## src/rtl/psda_pkg.sv

```systemverilog
// Notes on behaviour
// Table address is table_page above the 16-bit effective_addr, 24 bits.
// table_page bit 7 clear reaches user memory, set reaches configuration memory.
// Window address is visibility_page joined with effective_addr 14:0, bit 23 zero.
// Window ignores effective_addr bit 15; address bit 15 is visibility_page bit 0.
// Data goes to program memory only if effective_addr bit 15 and enable set.
// Window covers data 8000h upward, mapped onto one of 256 16K-word pages.
// Program counter steps two per program word; low and high spaces share addresses.
// table_read_low word mode returns program bits 15:0 whole.
// table_read_low byte mode returns upper byte if select 1, else lower.
// table_read_high word mode returns bits 23:16 low, zero upper byte.
// table_read_high byte mode returns zero when phantom byte selected.
// Only table high instructions reach bits 23:16; window gives low 16 bits.
// Window mapping is suspended during table reads and writes.
// Window data read takes one added cycle for a second fetch.
// Outside repeat: move adds one cycle, other instructions add two.
// In repeat: edges and interrupt exit or re-entry add two, else none.
// Software fills unused upper bytes of window data with all ones or zeros.
// Byte select is effective_addr bit 0.
// Fetch address has bit 23 zero, bits 22:1 from counter, bit 0 zero.
package psda_pkg;

	localparam logic [7:0]  PSDA_OFS_TABLE_PAGE  = 8'h00;
	localparam logic [7:0]  PSDA_OFS_VIS_PAGE    = 8'h04;
	localparam logic [7:0]  PSDA_OFS_CORE_CTRL   = 8'h08;
	localparam logic [7:0]  PSDA_OFS_STATUS      = 8'h0C;

	localparam logic [7:0]  PSDA_TABLE_PAGE_RST  = 8'h00;
	localparam logic [7:0]  PSDA_VIS_PAGE_RST    = 8'h00;
	localparam logic [15:0] PSDA_CORE_CTRL_RST   = 16'h0000;

	localparam int          PSDA_WIN_EN_BIT      = 2;
	localparam int          PSDA_EA_WIN_BIT      = 15;
	localparam int          PSDA_CFG_BIT         = 7;

	localparam logic [1:0]  PSDA_EXTRA_MOVE      = 2'h1;
	localparam logic [1:0]  PSDA_EXTRA_OTHER     = 2'h2;
	localparam logic [1:0]  PSDA_EXTRA_REP_EDGE  = 2'h2;
	localparam logic [1:0]  PSDA_EXTRA_REP_MID   = 2'h0;

	typedef enum logic [2:0] {
		PSDA_OP_NONE,
		PSDA_OP_FETCH,
		PSDA_OP_DATA_READ,
		PSDA_OP_TRD_LOW,
		PSDA_OP_TRD_HIGH,
		PSDA_OP_TWR_LOW,
		PSDA_OP_TWR_HIGH
	} psda_op_t;

	typedef enum logic [1:0] {
		PSDA_CLS_MOVE,
		PSDA_CLS_DMOVE,
		PSDA_CLS_OTHER
	} psda_cls_t;

	typedef enum logic [2:0] {
		PSDA_ST_IDLE,
		PSDA_ST_RD,
		PSDA_ST_RD2,
		PSDA_ST_CAP,
		PSDA_ST_WAIT,
		PSDA_ST_WR
	} psda_st_t;

	typedef struct packed {
		psda_op_t    op;
		psda_cls_t   cls;
		logic        byte_mode;
		logic [15:0] effective_addr;
		logic [23:0] pc;
		logic [15:0] wdata;
		logic        in_repeat;
		logic [3:0]  repeat_edge;
	} psda_req_t;

	typedef struct packed {
		logic        done;
		logic        from_prog;
		logic [23:0] rdata;
	} psda_rsp_t;

	typedef struct packed {
		logic        rd;
		logic        wr;
		logic        cfg;
		logic [23:0] addr;
		logic [23:0] wdata;
		logic [2:0]  wmask;
	} psda_mem_t;

	typedef struct packed {
		psda_st_t    st;
		psda_op_t    op;
		logic        bmode;
		logic [15:0] ea;
		logic [1:0]  extra;
		logic        win;
		logic        last_cfg;
		logic        last_win;
		logic [7:0]  tpage;
		logic [7:0]  vpage;
		logic [15:0] core_control_reg;
		logic        ack;
		logic [31:0] dat;
		psda_mem_t   mem;
		psda_rsp_t   rsp;
	} psda_state_t;

endpackage : psda_pkg

```

## src/rtl/psda_core.sv

```systemverilog
// Our own choices: the address map and the Wishbone slave port.
`timescale 1ns/1ns
module psda_core (
	input  wire logic                clk_i,
	input  wire logic                rst_i,
	input  wire logic                wb_cyc_i,
	input  wire logic                wb_stb_i,
	input  wire logic                wb_we_i,
	input  wire logic [7:0]          wb_adr_i,
	input  wire logic [3:0]          wb_sel_i,
	input  wire logic [31:0]         wb_dat_i,
	output      logic [31:0]         wb_dat_o,
	output      logic                wb_ack_o,
	input  wire psda_pkg::psda_req_t req_i,
	output      logic                busy_o,
	output      psda_pkg::psda_rsp_t rsp_o,
	output      psda_pkg::psda_mem_t mem_o,
	input  wire logic [23:0]         prog_rdata_i
);

	psda_pkg::psda_state_t r_reg;
	psda_pkg::psda_state_t r_next;

	logic                  take;
	logic                  win_hit;
	logic [1:0]            extra;
	logic                  bsel;
	logic                  is_table;

	assign busy_o   = (r_reg.st != psda_pkg::PSDA_ST_IDLE);
	assign wb_ack_o = r_reg.ack;
	assign wb_dat_o = r_reg.dat;
	assign rsp_o    = r_reg.rsp;
	assign mem_o    = r_reg.mem;
	assign take     = !busy_o && (req_i.op != psda_pkg::PSDA_OP_NONE);
	assign bsel     = r_reg.ea[0];
	assign is_table = (r_reg.op == psda_pkg::PSDA_OP_TRD_LOW) ||
	                  (r_reg.op == psda_pkg::PSDA_OP_TRD_HIGH) ||
	                  (r_reg.op == psda_pkg::PSDA_OP_TWR_LOW) ||
	                  (r_reg.op == psda_pkg::PSDA_OP_TWR_HIGH);

	// Only plain data reads can hit the window, so table ops never map through it
	assign win_hit = (req_i.op == psda_pkg::PSDA_OP_DATA_READ) &&
	                 req_i.effective_addr[psda_pkg::PSDA_EA_WIN_BIT] &&
	                 r_reg.core_control_reg[psda_pkg::PSDA_WIN_EN_BIT];

	always_comb begin
		if (req_i.in_repeat) begin
			// Mid-loop iterations are pipelined, so no second fetch is paid
			extra = (req_i.repeat_edge != 4'h0) ? psda_pkg::PSDA_EXTRA_REP_EDGE
			                                    : psda_pkg::PSDA_EXTRA_REP_MID;
		end else if (req_i.cls == psda_pkg::PSDA_CLS_OTHER) begin
			extra = psda_pkg::PSDA_EXTRA_OTHER;
		end else begin
			extra = psda_pkg::PSDA_EXTRA_MOVE;
		end
	end

	always_comb begin
		r_next          = r_reg;
		r_next.ack      = 1'b0;
		r_next.mem.rd   = 1'b0;
		r_next.mem.wr   = 1'b0;
		r_next.rsp.done = 1'b0;

		if (wb_cyc_i && wb_stb_i && !r_reg.ack) begin
			r_next.ack = 1'b1;
			r_next.dat = 32'h00000000;
			if (wb_adr_i == psda_pkg::PSDA_OFS_TABLE_PAGE) begin
				r_next.dat = {24'h000000, r_reg.tpage};
				if (wb_we_i && wb_sel_i[0]) begin
					r_next.tpage = wb_dat_i[7:0];
				end
			end else if (wb_adr_i == psda_pkg::PSDA_OFS_VIS_PAGE) begin
				r_next.dat = {24'h000000, r_reg.vpage};
				if (wb_we_i && wb_sel_i[0]) begin
					r_next.vpage = wb_dat_i[7:0];
				end
			end else if (wb_adr_i == psda_pkg::PSDA_OFS_CORE_CTRL) begin
				r_next.dat = {16'h0000, r_reg.core_control_reg};
				if (wb_we_i && wb_sel_i[0]) begin
					r_next.core_control_reg[7:0] = wb_dat_i[7:0];
				end
				if (wb_we_i && wb_sel_i[1]) begin
					r_next.core_control_reg[15:8] = wb_dat_i[15:8];
				end
			end else if (wb_adr_i == psda_pkg::PSDA_OFS_STATUS) begin
				r_next.dat = {28'h0000000, r_reg.last_win, r_reg.last_cfg,
				              busy_o && is_table, busy_o};
			end
		end

		case (r_reg.st)
			psda_pkg::PSDA_ST_IDLE: begin
				if (take) begin
					r_next.op    = req_i.op;
					r_next.bmode = req_i.byte_mode;
					r_next.ea    = req_i.effective_addr;
					r_next.win   = win_hit;
					r_next.extra = win_hit ? extra : 2'h0;
					r_next.mem.cfg = 1'b0;
					case (req_i.op)
						psda_pkg::PSDA_OP_FETCH: begin
							r_next.st       = psda_pkg::PSDA_ST_RD;
							r_next.mem.rd   = 1'b1;
							r_next.mem.addr = {1'b0, req_i.pc[22:1], 1'b0};
						end
						psda_pkg::PSDA_OP_DATA_READ: begin
							if (win_hit) begin
								r_next.st       = psda_pkg::PSDA_ST_RD;
								r_next.mem.rd   = 1'b1;
								r_next.mem.addr = {1'b0, r_reg.vpage,
								                   req_i.effective_addr[14:0]};
								r_next.last_win = 1'b1;
							end else begin
								r_next.rsp.done      = 1'b1;
								r_next.rsp.from_prog = 1'b0;
								r_next.rsp.rdata     = 24'h000000;
								r_next.last_win      = 1'b0;
							end
						end
						psda_pkg::PSDA_OP_TRD_LOW,
						psda_pkg::PSDA_OP_TRD_HIGH: begin
							r_next.st       = psda_pkg::PSDA_ST_RD;
							r_next.mem.rd   = 1'b1;
							r_next.mem.addr = {r_reg.tpage, req_i.effective_addr};
							r_next.mem.cfg  = r_reg.tpage[psda_pkg::PSDA_CFG_BIT];
							r_next.last_cfg = r_reg.tpage[psda_pkg::PSDA_CFG_BIT];
						end
						default: begin
							r_next.st       = psda_pkg::PSDA_ST_WR;
							r_next.mem.wr   = 1'b1;
							r_next.mem.addr = {r_reg.tpage, req_i.effective_addr};
							r_next.mem.cfg  = r_reg.tpage[psda_pkg::PSDA_CFG_BIT];
							r_next.last_cfg = r_reg.tpage[psda_pkg::PSDA_CFG_BIT];
							if (req_i.op == psda_pkg::PSDA_OP_TWR_HIGH) begin
								r_next.mem.wdata = {req_i.wdata[7:0], 16'h0000};
								// Phantom byte writes are dropped
								r_next.mem.wmask = (req_i.byte_mode &&
								                    req_i.effective_addr[0]) ? 3'h0 : 3'h4;
							end else if (!req_i.byte_mode) begin
								r_next.mem.wdata = {8'h00, req_i.wdata};
								r_next.mem.wmask = 3'h3;
							end else if (req_i.effective_addr[0]) begin
								r_next.mem.wdata = {8'h00, req_i.wdata[7:0], 8'h00};
								r_next.mem.wmask = 3'h2;
							end else begin
								r_next.mem.wdata = {16'h0000, req_i.wdata[7:0]};
								r_next.mem.wmask = 3'h1;
							end
						end
					endcase
				end
			end
			psda_pkg::PSDA_ST_RD: begin
				if (r_reg.extra != 2'h0) begin
					// Window word needs a second array fetch
					r_next.st     = psda_pkg::PSDA_ST_RD2;
					r_next.mem.rd = 1'b1;
					r_next.extra  = r_reg.extra - 2'h1;
				end else begin
					r_next.st = psda_pkg::PSDA_ST_CAP;
				end
			end
			psda_pkg::PSDA_ST_RD2: begin
				r_next.st = psda_pkg::PSDA_ST_CAP;
			end
			psda_pkg::PSDA_ST_CAP: begin
				r_next.rsp.from_prog = 1'b1;
				case (r_reg.op)
					psda_pkg::PSDA_OP_TRD_LOW: begin
						if (!r_reg.bmode) begin
							r_next.rsp.rdata = {8'h00, prog_rdata_i[15:0]};
						end else if (bsel) begin
							r_next.rsp.rdata = {16'h0000, prog_rdata_i[15:8]};
						end else begin
							r_next.rsp.rdata = {16'h0000, prog_rdata_i[7:0]};
						end
					end
					psda_pkg::PSDA_OP_TRD_HIGH: begin
						if (r_reg.bmode && bsel) begin
							r_next.rsp.rdata = 24'h000000;
						end else begin
							r_next.rsp.rdata = {16'h0000, prog_rdata_i[23:16]};
						end
					end
					psda_pkg::PSDA_OP_DATA_READ: begin
						r_next.rsp.rdata = {8'h00, prog_rdata_i[15:0]};
					end
					default: begin
						r_next.rsp.rdata = prog_rdata_i;
					end
				endcase
				if (r_reg.extra == 2'h0) begin
					r_next.rsp.done = 1'b1;
					r_next.st       = psda_pkg::PSDA_ST_IDLE;
				end else begin
					r_next.st = psda_pkg::PSDA_ST_WAIT;
				end
			end
			psda_pkg::PSDA_ST_WAIT: begin
				r_next.extra = r_reg.extra - 2'h1;
				if (r_reg.extra == 2'h1) begin
					r_next.rsp.done = 1'b1;
					r_next.st       = psda_pkg::PSDA_ST_IDLE;
				end
			end
			psda_pkg::PSDA_ST_WR: begin
				r_next.rsp.done      = 1'b1;
				r_next.rsp.from_prog = 1'b0;
				r_next.st            = psda_pkg::PSDA_ST_IDLE;
			end
			default: begin
				r_next.st = psda_pkg::PSDA_ST_IDLE;
			end
		endcase
	end

	always_ff @(posedge clk_i) begin
		if (rst_i) begin
			r_reg        <= '0;
			r_reg.st     <= psda_pkg::PSDA_ST_IDLE;
			r_reg.op     <= psda_pkg::PSDA_OP_NONE;
			r_reg.tpage  <= psda_pkg::PSDA_TABLE_PAGE_RST;
			r_reg.vpage  <= psda_pkg::PSDA_VIS_PAGE_RST;
			r_reg.core_control_reg <= psda_pkg::PSDA_CORE_CTRL_RST;
		end else begin
			r_reg <= r_next;
		end
	end
endmodule : psda_core

```

## config.mk

```make
export PLATFORM = sky130hd
export DESIGN_NAME = psda_core
export DESIGN_NICKNAME = d
export VERILOG_FILES = /design/src/rtl/psda_pkg.sv /design/src/rtl/psda_core.sv
export SDC_FILE = /design/constraint.sdc
export NUM_CORES = 1
export LEC_CHECK = 0
export BUFFER_PORTS_ARGS = -buffer_cell sky130_fd_sc_hd__buf_2
export CELL_PAD_IN_SITES_DETAIL_PLACEMENT = 1
export CELL_PAD_IN_SITES_GLOBAL_PLACEMENT = 1
export CORE_ASPECT_RATIO = 1.4
export CORE_MARGIN = 2
export CORE_UTILIZATION = 39
export DETAILED_ROUTE_END_ITERATION = 16
export PLACE_DENSITY = 0.95
export SKIP_CTS_REPAIR_TIMING = 1
export SLEW_MARGIN = 20
export SYNTH_ARGS = -nofsm -noshare
export SYNTH_HDL_FRONTEND = slang
export SYNTH_SLANG_ARGS = --single-unit
```

## constraint.sdc

```tcl
create_clock -name clk_i -period 4.2 [get_ports clk_i]
set_input_delay 0.84 -clock clk_i [delete_from_list [all_inputs] [get_ports clk_i]]
set_output_delay 0.84 -clock clk_i [all_outputs]
set_load 0.005 [all_outputs]
```

==> results.py <==
metrics = {
    "grt": {
        "grtUsageMet1_pct": 21.3,
        "grt_util_met3_pct": 4.47,
        "grt_start_max_net_pins": 61,
        "grt_usage_pct": 20.6,
        "grt_pass1_wl_mm": 29.4,
        "antenna_found_initial": 1,
        "met2_usage_pct": 38.2,
        "grt_most_used_layer": "met2",
        "overflow": 0,
        "grt_pass1_vias": 5765,
    },
    "timing": {
        "max_slew_margin_pct": 30.6,
        "rsz0062_at_grt": "no",
        "clock_skew_ps": 10.9,
        "fmax_mhz": 372,
        "period_minus_slack_ps": 2690,
        "hold_viol": 0,
        "tns_ps": 0,
        "fin_crit_sh_pct": 64.1,
        "worst_slew_pin_slew_ps": 1030,
        "timing.hold.ws_ps": 465,
        "slew_violations": 0,
        "final-setup-viol-count": 0,
    },
    "yosys": {
        "syn_inst": 702,
        "synth_area_leaders": "dfxtp_1, buf_4, mux2i_1",
        "synth_cell_types": 58,
        "async_reset_ff_share_pct": 0,
        "synth_top_cell_area_share_pct": 42.3,
        "synth-edff-count": 0,
        "yosysTopAreaCell": "dfxtp_1",
        "syn_area_um2": 6670,
        "synthFlopType": "dfxtp_1",
        "synth_warnings": 0,
        "ys_ff_latch": 141,
        "ys_seq_area_share_pct": 42.3,
        "avgSynthCellArea_um2": 9.50,
    },
    "cts": {
        "clkTransAtPathRegs_ps": 60,
        "clk_latency_ps": 420,
        "root_buffer": "clkbuf_16",
        "htree_levels": 4,
        "cts_sinks": 141,
        "clk_path_buf_depth": 2,
        "cts_buffers": 17,
        "cts_tree": "built",
    },
    "cells_and_area": {
        "final_area_um2": 7670,
        "final_common_cell": "buf_2",
        "finalNetCount": 947,
        "syn2layout_area_growth_pct": 15.1,
        "layout-drive-gt1-share_pct": 33.6,
        "final_cell_mix": "buf_2, dfxtp_1, nor2_1, mux2i_1, a22oi_1",
        "nFillCells": 1966,
        "largest_register_ff_count": 54,
        "post-route-util_pct": 45.8,
    },
    "setup_path": {
        "r2r_cells": 6,
        "rrSetupSlack_ps": 1510,
        "cp-end-kind": "flop",
        "worstSetupStartpointType": "flop",
        "cp.arrival_ps": 3050,
        "critical_path_class": "flop to flop",
        "reg2reg_from": "r_reg[170]",
        "r2r-end": "mem_o[7]",
        "crit_required_ps": 4560,
        "worst-path-max-fanout": 16,
    },
    "place": {
        "dp_hpwl_mm": 13.5,
        "gp_congestion": 0.791,
        "portBuffers": 217,
        "place_area_um2": 7100,
    },
    "floorplan": {
        "dieArea_um2": 18200,
        "die_y_um": 159,
        "start_util_pct": 39.8,
        "row_count": 56,
        "die_x_um": 115,
        "boundaryPins": 254,
        "core_um2": 16700,
    },
    "detailed_routing": {
        "drc": 0,
        "ant_nets": 0,
        "wirelength_mm": 18.8,
        "firstDrtPassIters": 4,
        "via_count": 5494,
        "vias_per_cell": 5.38,
        "drt_iter0_drc": 298,
        "wl_per_cell_um": 18.4,
    },
    "power_and_ir_drop": {
        "powerDensity_nw_per_um2": 518,
        "leakagePower_nw": 3.36,
        "vdd_drop_max_mv": 0.201,
        "power_mw": 3.97,
    },
    "hold_path": {
        "min_to": "rsp_o[2]",
        "whs_path_depth": 1,
        "hold_class": "flop to flop",
        "hold_start": "rsp_o[2]",
    },
    "flow_run": {
        "cap_violations": 0,
    },
    "outcome": {
        "status": "completed",
    },
}
## Yosys cell counts, drive strengths merged (5+ instances only)
| master | instances |
|---|---|
| nor2b | 15 |
| nor2 | 103 |
| a311oi | 9 |
| dfxtp | 141 |
| nor3b | 5 |
| o2bb2ai | 13 |
| a222oi | 8 |
| nor3 | 7 |
| buf | 135 |
| inv | 8 |
| a211oi | 17 |
| a21oi | 23 |
| o21ai | 7 |
| a22oi | 33 |
| nand2 | 18 |
| a2bb2oi | 10 |
| a22o | 25 |
| clkbuf | 20 |
| nor4 | 7 |
| mux2i | 54 |
## worst max-delay path, cell delays in order, from the launching register on
cell and delay, ps:
dfxtp_1 710, nor3_4 160, inv_2 210, or2_1 440
nor2b_1 640, buf_4 290, a22o_1 170
## how the worst max path moves through the flow
| stage | slack [ps] | endpoint | cells after the start | startpoint |
|---|---|---|---|---|
| 4_1_cts | 1540 | mem_o[7] | 6 | r_reg[170] |
| 2_1_floorplan | 1730 | r_reg[137] | 6 | wb_adr_i[1] |
| 6_report | 1510 | mem_o[7] | 6 | r_reg[170] |
| 5_1_grt | 1350 | mem_o[6] | 6 | r_reg[170] |
| 3_3_place_gp | 1320 | r_reg[143] | 5 | wb_stb_i |
| 3_5_place_dp | 1280 | r_reg[142] | 5 | wb_stb_i |
## report_power, final
group          internal (mW)  total, mW  leakage, nW  switching, mW
registers               1.50       1.63         1.15          0.130
clock network          0.846       1.44        0.268          0.597
logic                  0.379      0.900         1.94          0.522
total                   2.72       3.97         3.36           1.25
## metrics by stage
step	setup slack [ps]	cells
2_1_floorplan	1730	717
4_1_cts	1540	1021
5_1_grt	1350	1022
3_5_place_dp	1280	989
3_3_place_gp	1320	989
6_report	1510	1022
## per-layer routing
layer	part of all wire [%]	wire length [um]
met1	38	7130
met3	4.6	868
met4	3.4	641
met5	0	0
met2	54	10200
## area by class of cell
class | instances | area, um2 | area share, %
multi-input combinational | 413 | 2860 | 37.2
antenna | 1 | 2.50 | 0.0326
tap | 203 | 254 | 3.31
timing repair buffer | 224 | 1140 | 14.9
clock inverter | 13 | 114 | 1.48
sequential | 141 | 2820 | 36.8
inverter | 8 | 30.0 | 0.391
clock buffer | 19 | 453 | 5.90
## logic make-up after synthesis
logic type,count (synthesis),share of synthesized area (%)
adders and majority gates,2,0.375
other,1,0.0562
and+or+nand+nor,179,13.9
buffers and inverters,163,15.8
muxes,57,9.12
xor gates and xnor gates,2,0.263
DFF,141,42.3
AOI/OAI and AO/OA,157,18.1
Note: power is estimated with default switching activity, not from simulation.
